**src/hdl/afk_regs.svh**
```systemverilog
// Constants for the frame type and key select block: codes, offsets, field positions
`ifndef AFK_REGS_SVH
`define AFK_REGS_SVH

// ----------------------------------------------------------------
// Frame header codes
// ----------------------------------------------------------------
`define AFK_ET_IPV6      16'h86dd
`define AFK_ET_IPV4      16'h0800
`define AFK_ET_ARP       16'h0806
`define AFK_ET_RARP      16'h8035
`define AFK_ET_OAM       16'h8902
`define AFK_ET_MIN       16'h0600
`define AFK_IPVER6       4'h6
`define AFK_IPVER4       4'h4
`define AFK_V6_MC_PFX    8'hff
`define AFK_V4_MC_PFX    4'he
`define AFK_PROTO_TCP    8'h06
`define AFK_PROTO_UDP    8'h11
`define AFK_SAP_SNAP     8'haa
`define AFK_CTRL_UI      8'h03

// ----------------------------------------------------------------
// Register offsets (word addresses)
// ----------------------------------------------------------------
`define AFK_CFG_BASE     8'h00
`define AFK_STAT_LAST    8'h80
`define AFK_STAT_COUNT   8'h81

// ----------------------------------------------------------------
// Lookup configuration word layout
// ----------------------------------------------------------------
`define AFK_CFG_W        9
`define AFK_CFG_RST      9'h000
`define AFK_F_EN         0
`define AFK_F_V6MC_LO    1
`define AFK_F_V6MC_HI    2
`define AFK_F_V6UC       3
`define AFK_F_V4MC_LO    4
`define AFK_F_V4MC_HI    5
`define AFK_F_V4UC_LO    6
`define AFK_F_V4UC_HI    7
`define AFK_F_ARP        8

// ----------------------------------------------------------------
// Selection codes per frame class
// ----------------------------------------------------------------
`define AFK_SEL_V6MC_VLAN  2'h0
`define AFK_SEL_V6MC_SEVEN 2'h1
`define AFK_SEL_V6UC_SEVEN 1'h0
`define AFK_SEL_V4MC_VLAN  2'h0
`define AFK_SEL_V4MC_SEVEN 2'h1
`define AFK_SEL_V4MC_L4    2'h2
`define AFK_SEL_V4UC_SEVEN 2'h0
`define AFK_SEL_V4UC_L4    2'h1
`define AFK_SEL_ARP_ARP    1'h0

// ----------------------------------------------------------------
// Status word layout
// ----------------------------------------------------------------
`define AFK_ST_FT_LO     0
`define AFK_ST_L4_LO     4
`define AFK_ST_KEY0_LO   8
`define AFK_ST_KEY1_LO   12

`endif

```
**src/hdl/afk_pkg.sv**
```systemverilog
// Types shared by the frame type and key select block
package afk_pkg;

  // Nine frame types
  typedef enum logic [3:0] {
    AFK_FT_IPV6_MC = 4'h0,
    AFK_FT_IPV6_UC = 4'h1,
    AFK_FT_IPV4_MC = 4'h2,
    AFK_FT_IPV4_UC = 4'h3,
    AFK_FT_ARP     = 4'h4,
    AFK_FT_OAM     = 4'h5,
    AFK_FT_SNAP    = 4'h6,
    AFK_FT_LLC     = 4'h7,
    AFK_FT_ETYPE   = 4'h8
  } afk_ftype_t;

  // Transport class of IP frames
  typedef enum logic [1:0] {
    AFK_L4_OTHER = 2'h0,
    AFK_L4_TCP   = 2'h1,
    AFK_L4_UDP   = 2'h2
  } afk_l4_t;

  // Key types handed to the lookup
  typedef enum logic [3:0] {
    AFK_KEY_NONE        = 4'h0,
    AFK_KEY_GENERIC_MAC = 4'h1,
    AFK_KEY_IPV6_VLAN   = 4'h2,
    AFK_KEY_IPV4_VLAN   = 4'h3,
    AFK_KEY_SEVEN_TUPLE = 4'h4,
    AFK_KEY_IPV4_TRANS  = 4'h5,
    AFK_KEY_IPV4_MISC   = 4'h6,
    AFK_KEY_ARP         = 4'h7,
    AFK_KEY_CUSTOM      = 4'h8
  } afk_key_t;

endpackage

```
**src/hdl/afk_top.sv**
```systemverilog
// Frame type classifier and per-port lookup key selector with register port
`timescale 1ns/1ps
`include "afk_regs.svh"

module afk_top
  import afk_pkg::*;
#(
  parameter int NUM_PORTS   = 8,
  parameter int NUM_LOOKUPS = 2,
  parameter int PORT_W      = (NUM_PORTS > 1) ? $clog2(NUM_PORTS) : 1
)
(
  input  wire logic                                clock,
  input  wire logic                                rst,
  // Register port
  input  wire logic [7:0]                          reg_addr,
  input  wire logic [31:0]                         reg_wdata,
  input  wire logic                                reg_we,
  input  wire logic                                reg_re,
  output logic      [31:0]                         reg_rdata,
  // Parsed frame in
  input  wire logic                                frm_valid,
  input  wire logic [PORT_W-1:0]                   frm_port,
  input  wire logic [15:0]                         frm_ethertype,
  input  wire logic [3:0]                          frm_ip_version,
  input  wire logic [7:0]                          frm_ip_dst_top,
  input  wire logic [7:0]                          frm_ip_proto,
  input  wire logic [7:0]                          frm_llc_dsap,
  input  wire logic [7:0]                          frm_llc_ssap,
  input  wire logic [7:0]                          frm_llc_ctrl,
  input  wire logic                                frm_custom_req,
  input  wire logic [7:0]                          frm_custom_offset,
  // Key selection out
  output logic                                     key_valid,
  output logic      [PORT_W-1:0]                   key_port,
  output logic      [NUM_LOOKUPS-1:0]              lookup_en,
  output afk_pkg::afk_key_t [NUM_LOOKUPS-1:0]      key_type,
  output afk_pkg::afk_ftype_t                      frame_type,
  output afk_pkg::afk_l4_t                         l4_class,
  output logic                                     custom_use,
  output logic      [7:0]                          custom_offset
);

  import afk_pkg::*;

  // ----------------------------------------------------------------
  // State
  // ----------------------------------------------------------------
  localparam int CFG_W = `AFK_CFG_W;
  localparam int CFG_N = NUM_PORTS * NUM_LOOKUPS;

  typedef struct packed {
    logic [CFG_N-1:0][CFG_W-1:0]   cfg;
    logic [31:0]                   rdata;
    logic                          kvalid;
    logic [PORT_W-1:0]             port;
    logic [NUM_LOOKUPS-1:0]        en;
    afk_key_t [NUM_LOOKUPS-1:0]    key;
    afk_ftype_t                    ftype;
    afk_l4_t                       l4;
    logic                          custom;
    logic [7:0]                    coffset;
    logic [31:0]                   count;
  } afk_state_t;

  afk_state_t                      s;
  afk_state_t                      next_s;
  afk_ftype_t                      cls_ftype;
  afk_l4_t                         cls_l4;
  logic [NUM_LOOKUPS-1:0][CFG_W-1:0] frm_cfg;
  afk_key_t [NUM_LOOKUPS-1:0]      pick_key;
  logic                            port_ok;
  logic                            addr_is_cfg;
  int                              addr_idx;

  // Configuration slot of a port and lookup
  function automatic int cfg_index(input int port, input int lk);
    return port * NUM_LOOKUPS + lk;
  endfunction

  // ----------------------------------------------------------------
  // Classification and key choice
  // ----------------------------------------------------------------
  afk_frame_classify u_classify (
    .ethertype  (frm_ethertype),
    .ip_version (frm_ip_version),
    .ip_dst_top (frm_ip_dst_top),
    .ip_proto   (frm_ip_proto),
    .llc_dsap   (frm_llc_dsap),
    .llc_ssap   (frm_llc_ssap),
    .llc_ctrl   (frm_llc_ctrl),
    .frame_type (cls_ftype),
    .l4_class   (cls_l4)
  );

  // Per-lookup setting of the ingress port, zero for a bad port
  assign port_ok = int'(frm_port) < NUM_PORTS;

  always_comb
  begin
    for (int l = 0; l < NUM_LOOKUPS; l++)
    begin
      if (port_ok)
        frm_cfg[l] = s.cfg[cfg_index(int'(frm_port), l)];
      else
        frm_cfg[l] = `AFK_CFG_RST;
    end
  end

  // One key chooser per lookup
  for (genvar g = 0; g < NUM_LOOKUPS; g++)
  begin : g_pick
    afk_key_pick u_pick (
      .frame_type (cls_ftype),
      .l4_class   (cls_l4),
      .cfg        (frm_cfg[g]),
      .custom_req (frm_custom_req),
      .key        (pick_key[g])
    );
  end

  // ----------------------------------------------------------------
  // Register decode
  // ----------------------------------------------------------------
  assign addr_idx    = int'(reg_addr) - int'(`AFK_CFG_BASE);
  assign addr_is_cfg = (addr_idx >= 0) && (addr_idx < CFG_N);

  // ----------------------------------------------------------------
  // Next state
  // ----------------------------------------------------------------
  always_comb
  begin
    next_s = s;
    // Config writes, unmapped writes ignored
    if (reg_we && addr_is_cfg)
      next_s.cfg[addr_idx] = reg_wdata[CFG_W-1:0];
    // Read data stands one cycle only
    next_s.rdata = '0;
    if (reg_re)
    begin
      if (addr_is_cfg)
        next_s.rdata = 32'(s.cfg[addr_idx]);
      else if (reg_addr == `AFK_STAT_LAST)
      begin
        next_s.rdata[`AFK_ST_FT_LO +: 4]   = s.ftype;
        next_s.rdata[`AFK_ST_L4_LO +: 2]   = s.l4;
        next_s.rdata[`AFK_ST_KEY0_LO +: 4] = s.key[0];
        if (NUM_LOOKUPS > 1)
          next_s.rdata[`AFK_ST_KEY1_LO +: 4] = s.key[NUM_LOOKUPS-1];
      end
      else if (reg_addr == `AFK_STAT_COUNT)
        next_s.rdata = s.count;
    end
    // Registered result, one cycle after the frame
    next_s.kvalid = frm_valid;
    if (frm_valid)
    begin
      next_s.port    = frm_port;
      next_s.ftype   = cls_ftype;
      next_s.l4      = cls_l4;
      next_s.key     = pick_key;
      next_s.custom  = frm_custom_req;
      next_s.coffset = frm_custom_offset;
      next_s.count   = s.count + 32'h1;
      for (int l = 0; l < NUM_LOOKUPS; l++)
        next_s.en[l] = frm_cfg[l][`AFK_F_EN];
    end
  end

  // State register
  always_ff @(posedge clock or posedge rst)
  begin
    if (rst)
      s <= '0;
    else
      s <= next_s;
  end

  // ----------------------------------------------------------------
  // Outputs
  // ----------------------------------------------------------------
  assign reg_rdata     = s.rdata;
  assign key_valid     = s.kvalid;
  assign key_port      = s.port;
  assign lookup_en     = s.en;
  assign key_type      = s.key;
  assign frame_type    = s.ftype;
  assign l4_class      = s.l4;
  assign custom_use    = s.custom;
  assign custom_offset = s.coffset;
endmodule

```
**src/hdl/afk_frame_classify.sv**
```systemverilog
// Combinational frame type and transport classifier
`timescale 1ns/1ps
`include "afk_regs.svh"

module afk_frame_classify
  import afk_pkg::*;
(
  input  wire logic [15:0]       ethertype,
  input  wire logic [3:0]        ip_version,
  input  wire logic [7:0]        ip_dst_top,
  input  wire logic [7:0]        ip_proto,
  input  wire logic [7:0]        llc_dsap,
  input  wire logic [7:0]        llc_ssap,
  input  wire logic [7:0]        llc_ctrl,
  output afk_pkg::afk_ftype_t    frame_type,
  output afk_pkg::afk_l4_t       l4_class
);

  // Priority chain gives exactly one type, ethertype as fallback
  always_comb
  begin
    if (ethertype == `AFK_ET_IPV6 && ip_version == `AFK_IPVER6)
      frame_type = (ip_dst_top == `AFK_V6_MC_PFX) ? AFK_FT_IPV6_MC : AFK_FT_IPV6_UC;
    else if (ethertype == `AFK_ET_IPV4 && ip_version == `AFK_IPVER4)
      frame_type = (ip_dst_top[7:4] == `AFK_V4_MC_PFX) ? AFK_FT_IPV4_MC : AFK_FT_IPV4_UC;
    else if (ethertype == `AFK_ET_ARP || ethertype == `AFK_ET_RARP)
      frame_type = AFK_FT_ARP;
    else if (ethertype == `AFK_ET_OAM)
      frame_type = AFK_FT_OAM;
    else if (ethertype < `AFK_ET_MIN)
    begin
      if (llc_dsap == `AFK_SAP_SNAP && llc_ssap == `AFK_SAP_SNAP && llc_ctrl == `AFK_CTRL_UI)
        frame_type = AFK_FT_SNAP;
      else
        frame_type = AFK_FT_LLC;
    end
    else
      frame_type = AFK_FT_ETYPE;
  end

  // Transport class for both IP versions
  always_comb
  begin
    l4_class = AFK_L4_OTHER;
    if (frame_type inside {AFK_FT_IPV6_MC, AFK_FT_IPV6_UC, AFK_FT_IPV4_MC, AFK_FT_IPV4_UC})
    begin
      if (ip_proto == `AFK_PROTO_TCP)
        l4_class = AFK_L4_TCP;
      else if (ip_proto == `AFK_PROTO_UDP)
        l4_class = AFK_L4_UDP;
    end
  end

endmodule

```
**src/hdl/afk_key_pick.sv**
```systemverilog
// Combinational key type choice for one lookup
`timescale 1ns/1ps
`include "afk_regs.svh"

module afk_key_pick
  import afk_pkg::*;
(
  input  afk_pkg::afk_ftype_t        frame_type,
  input  afk_pkg::afk_l4_t           l4_class,
  input  wire logic [`AFK_CFG_W-1:0] cfg,
  input  wire logic                  custom_req,
  output afk_pkg::afk_key_t          key
);

  // Transport or misc key for IPv4, by transport class
  function automatic afk_key_t ip4_l4_key(input afk_l4_t l4);
    return (l4 == AFK_L4_OTHER) ? AFK_KEY_IPV4_MISC : AFK_KEY_IPV4_TRANS;
  endfunction

  // Enable gate, custom override, then per-type selection
  always_comb
  begin
    key = AFK_KEY_GENERIC_MAC;
    if (!cfg[`AFK_F_EN])
      key = AFK_KEY_NONE;
    else if (custom_req)
      key = AFK_KEY_CUSTOM;
    else
    begin
      unique case (frame_type)
        AFK_FT_IPV6_MC:
          if (cfg[`AFK_F_V6MC_HI:`AFK_F_V6MC_LO] == `AFK_SEL_V6MC_VLAN)
            key = AFK_KEY_IPV6_VLAN;
          else if (cfg[`AFK_F_V6MC_HI:`AFK_F_V6MC_LO] == `AFK_SEL_V6MC_SEVEN)
            key = AFK_KEY_SEVEN_TUPLE;
        AFK_FT_IPV6_UC:
          if (cfg[`AFK_F_V6UC] == `AFK_SEL_V6UC_SEVEN)
            key = AFK_KEY_SEVEN_TUPLE;
        AFK_FT_IPV4_MC:
          if (cfg[`AFK_F_V4MC_HI:`AFK_F_V4MC_LO] == `AFK_SEL_V4MC_VLAN)
            key = AFK_KEY_IPV4_VLAN;
          else if (cfg[`AFK_F_V4MC_HI:`AFK_F_V4MC_LO] == `AFK_SEL_V4MC_SEVEN)
            key = AFK_KEY_SEVEN_TUPLE;
          else if (cfg[`AFK_F_V4MC_HI:`AFK_F_V4MC_LO] == `AFK_SEL_V4MC_L4)
            key = ip4_l4_key(l4_class);
        AFK_FT_IPV4_UC:
          if (cfg[`AFK_F_V4UC_HI:`AFK_F_V4UC_LO] == `AFK_SEL_V4UC_SEVEN)
            key = AFK_KEY_SEVEN_TUPLE;
          else if (cfg[`AFK_F_V4UC_HI:`AFK_F_V4UC_LO] == `AFK_SEL_V4UC_L4)
            key = ip4_l4_key(l4_class);
        AFK_FT_ARP:
          if (cfg[`AFK_F_ARP] == `AFK_SEL_ARP_ARP)
            key = AFK_KEY_ARP;
        default:
          key = AFK_KEY_GENERIC_MAC;
      endcase
    end
  end

endmodule

```
**config.mk**
```make
export PLATFORM = sky130hd
export DESIGN_NAME = afk_top
export DESIGN_NICKNAME = d
export VERILOG_FILES = /design/src/hdl/afk_pkg.sv /design/src/hdl/afk_top.sv /design/src/hdl/afk_frame_classify.sv /design/src/hdl/afk_key_pick.sv
export VERILOG_INCLUDE_DIRS = /design/src /design/src/hdl
export SDC_FILE = /design/constraint.sdc
export NUM_CORES = 1
export LEC_CHECK = 0
export ABC_AREA = 1
export BUFFER_PORTS_ARGS = -buffer_cell sky130_fd_sc_hd__buf_4
export CAP_MARGIN = 5
export CORE_UTILIZATION = 43
export DETAILED_ROUTE_END_ITERATION = 7
export PLACE_DENSITY = 0.67
export SKIP_LAST_GASP = 1
export SYNTH_ARGS = -nofsm -noshare
export SYNTH_HDL_FRONTEND = slang
export SYNTH_SLANG_ARGS = --single-unit
```
**constraint.sdc**
```tcl
create_clock -name clock -period 8.25 [get_ports clock]
set_input_delay 0.4125 -clock clock [delete_from_list [all_inputs] [get_ports clock]]
set_output_delay 0.4125 -clock clock [all_outputs]
set_load 0.02 [all_outputs]
```
==> flow_summary_export.csv <==
group,metric,value,unit
sta,fin_crit_sh,0.335,
cts,cts_tree,"yes",
setup_path,worst_setup_path_start_kind,"primary input",
cts,root_buffer,"clkbuf_16",
detailed_routing,ant_nets,0,
global_route,overflow,0,
detailed_routing,drtIter0Drc,1127,
sta,holdWs,76.7,ps
logic_synthesis,yosysSeqAreaShare,0.476,
outcome,status,"complete, no violations",
sta,fin_crit,2760,ps
floorplanning,core,0.0282,mm2
floorplanning,rows,61,
sta,layout_setup_ws,5490,ps
sta,relSlewSlack,0.288,
cts,htree_num_levels,1,
cts,cts.hold.buffers_added,0,
setup_path,arrival,3180,ps
power_and_ir_drop,p_seq_frac,0.458,
global_route,grt_util_all_layers,0.248,
setup_path,end_kind,"register",
global_route,grt_pass1_wl,56.8,mm
floorplanning,initial_core_util,0.443,
worst_hold_path,hold_path.class,"primary input to register",
setup_path,cp.required,8660,ps
detailed_routing,drt-total-wl,36.7,mm
cts,cts_setup_buffers,0,
sta,worstMarginPinSlew,1070,ps
cts,ctsResizeCount,0,
power_and_ir_drop,p_leak,6.75,nW
power_and_ir_drop,p_per_area,198,mW/mm2
placement,placed_area,0.0134,mm2
detailed_routing,drc,0,
placement,dp.cells,1996,
sta,skew,10.3,ps
placement,place_congestion,0.896,
final_layout,areaGrowthSynthToFinish,14.1,%
logic_synthesis,synth-main-ff-cell,"dfrtp_1",
final_layout,fin_cells,2043,
placement,dp_slack,5030,ps
floorplanning,die_h,172,um
global_route,grt_pass1_vias,10500,
logic_synthesis,syn-num-nets,1711,
floorplanning,die_area,0.0297,mm2
final_layout,design_area,0.0142,mm2
final_layout,nets,1766,
logic_synthesis,yosysWarnings,0,
cts,clk_path_buf_depth,3,
final_layout,drive_gt1_frac,0.139,
power_and_ir_drop,net-switching-power,0.000761,W
logic_synthesis,synth_async_sr_flop_share,1.00,
power_and_ir_drop,p_int,0.00206,W
sta,slew_viol_final,0,
logic_synthesis,netlist_area,0.0125,mm2
sta,rsz0062_at_grt,"false",
cts,clk_latency,530,ps
logic_synthesis,ys_types,39,
sta,setup_viol,0,
sta,hold_violations,0,
sta,fmax,362,MHz
power_and_ir_drop,ir_drop,0.198,mV
detailed_routing,via_count,11300,
logic_synthesis,netlist_instances,1591,
floorplanning,die_x,172,um
setup_path,setup.worst_path.class,"primary input to register",
cts,cts_buffers,26,
sta,setup_tns,0,ps
power_and_ir_drop,sw_frac_of_total,0.270,
run,drv_cap,0,
placement,portBuffers,154,
global_route,antenna_found_initial,2,
logic_synthesis,avgSynthCellArea,7.84,um2
placement,dp_hpwl,23.6,mm
cts,cts.sinks,237,
floorplanning,io_pins,178,
logic_synthesis,synth-seq-cells,237,
logic_synthesis,synth_edf_count,0,
detailed_routing,post_drt_wl_per_cell,18.0,um
detailed_routing,dr.pass1.iters,5,
final_layout,fill_cells,2708,
power_and_ir_drop,comb_power_share,0.129,
global_route,grt_max_degree,154,
cts,path_clk_slew,60,ps
detailed_routing,vias_per_cell,5.56,
setup_path,path_max_fanout,68,
power_and_ir_drop,clock_power_share,0.413,
registers in the layout, indices dropped and copies added (netlist names):
register       count
key_port           3
custom_use         1
custom_offset      8
reg_rdata         32
key_valid          1
lookup_en          2
key_type           8
l4_class           2
frame_type         4
s                176
cell families after synthesis:
kind of cell / Yosys count / synth area share
simple gates: 670 / 0.227
compound gates: 394 / 0.172
buf+inv: 256 / 0.101
flops: 237 / 0.476
fa+ha+maj: 3 / 0.00301
xor+xnor: 30 / 0.0211
mux: 1 / 0.000803
final timing paths:
check,startpoint,to,slack [ps],cells past startpoint
max in group asynchronous,rst,s[2]$_DFFE_PP0P_,6470,3
min in group asynchronous,rst,s[137]$_DFFE_PP0P_,120,2
hold / removal,frm_custom_offset[0],custom_offset[0]$_DFFE_PP0P_,80,3
hold reg to reg,custom_offset[5]$_DFFE_PP0P_,custom_offset[5]$_DFFE_PP0P_,480,2
setup / recovery,frm_port[0],key_type[1]$_DFFE_PP0P_,5490,14
setup reg to reg,s[124]$_DFFE_PP0P_,key_type[6]$_DFFE_PP0P_,6350,12
placed cells by master, fill, tap and decap left out, types with 2 or more instances in the layout:
cell type  count
a21oi_1       30
buf_4        162
bufinv_16      2
clkbuf_1       7
clkbuf_16     27
clkbuf_8       5
clkinv_1       3
clkinv_2       3
dfrtp_1      237
diode_2        2
ha_1           3
inv_1        115
inv_2          2
nand2_1      377
nand2_2       17
nand3_1       59
nand3b_1       4
nand4_1       29
nor2_1       145
nor2_2         2
nor2_4         4
nor3_1        23
nor3_4         2
nor4_1         4
o211ai_1      16
o21ai_0      245
o21ai_1       17
o21bai_1       2
o221ai_1       5
o22ai_1       76
xor2_1        29
stage by stage:
| step | power [W] | util |
|---|---|---|
| floorplan | 0.00154 | - |
| global placement | 0.00166 | 0.475 |
| detailed placement | 0.00167 | 0.475 |
| CTS | 0.00283 | 0.505 |
| global route | 0.00293 | 0.505 |
| finish | 0.00282 | 0.505 |
synth_stat cells (all sizes together), types with 3 or more instances:
cell,count,share of area
o22ai,76,0.038
inv,118,0.036
nand3,59,0.024
nand4,29,0.015
nor3,25,0.012
dfrtp,237,0.48
nor4,4,0.0020
ha,3,0.0030
o211ai,16,0.0096
o221ai,5,0.0035
nand3b,4,0.0024
clkbuf,42,0.013
o21ai,262,0.11
a21oi,30,0.012
clkinv,3,0.00090
xor2,29,0.020
buf,93,0.051
nor2,151,0.048
nand2,395,0.12
final cells by class:
cell class / count / area (um2) / area share
sequential: 237 / 5930 / 0.417
multi-input combinational: 1098 / 5290 / 0.372
timing repair buffer: 162 / 1220 / 0.0855
clock buffer: 39 / 771 / 0.0542
tap: 378 / 473 / 0.0332
inverter: 121 / 462 / 0.0325
clock inverter: 6 / 82.6 / 0.00581
antenna: 2 / 5.00 / 0.000352
power by group through the flow:
| stage | sequential [W] | clock, W | combinational [W] |
|---|---|---|---|
| after global placement | 0.00131 | 0 | 0.000350 |
| after global routing | 0.00130 | 0.00123 | 0.000403 |
| after detailed placement | 0.00131 | 0 | 0.000358 |
| after floorplan | 0.00129 | 0 | 0.000243 |
| final | 0.00129 | 0.00117 | 0.000362 |
| after CTS | 0.00129 | 0.00118 | 0.000359 |
metal layers:
metal | track usage | part of all wire | vias to the layer above
li1 | - | - | 5352
met1 | 0.346 | 0.44 | 5376
met2 | 0.392 | 0.44 | 547
met3 | 0.0396 | 0.087 | 74
met4 | 0.0796 | 0.028 | 0
met5 | 0 | 0 | -
critical path, cell delays in order:
cell,delay (ps)
buf_4,580
inv_2,400
buf_4,420
o21ai_0,240
nand3_1,110
nand2_1,210
inv_1,110
ha_1,200
nand2_1,60
nand2_1,50
nand2_1,60
nand2_1,40
o21ai_0,200
nand2_1,70
(Power assumes the default switching activity.)
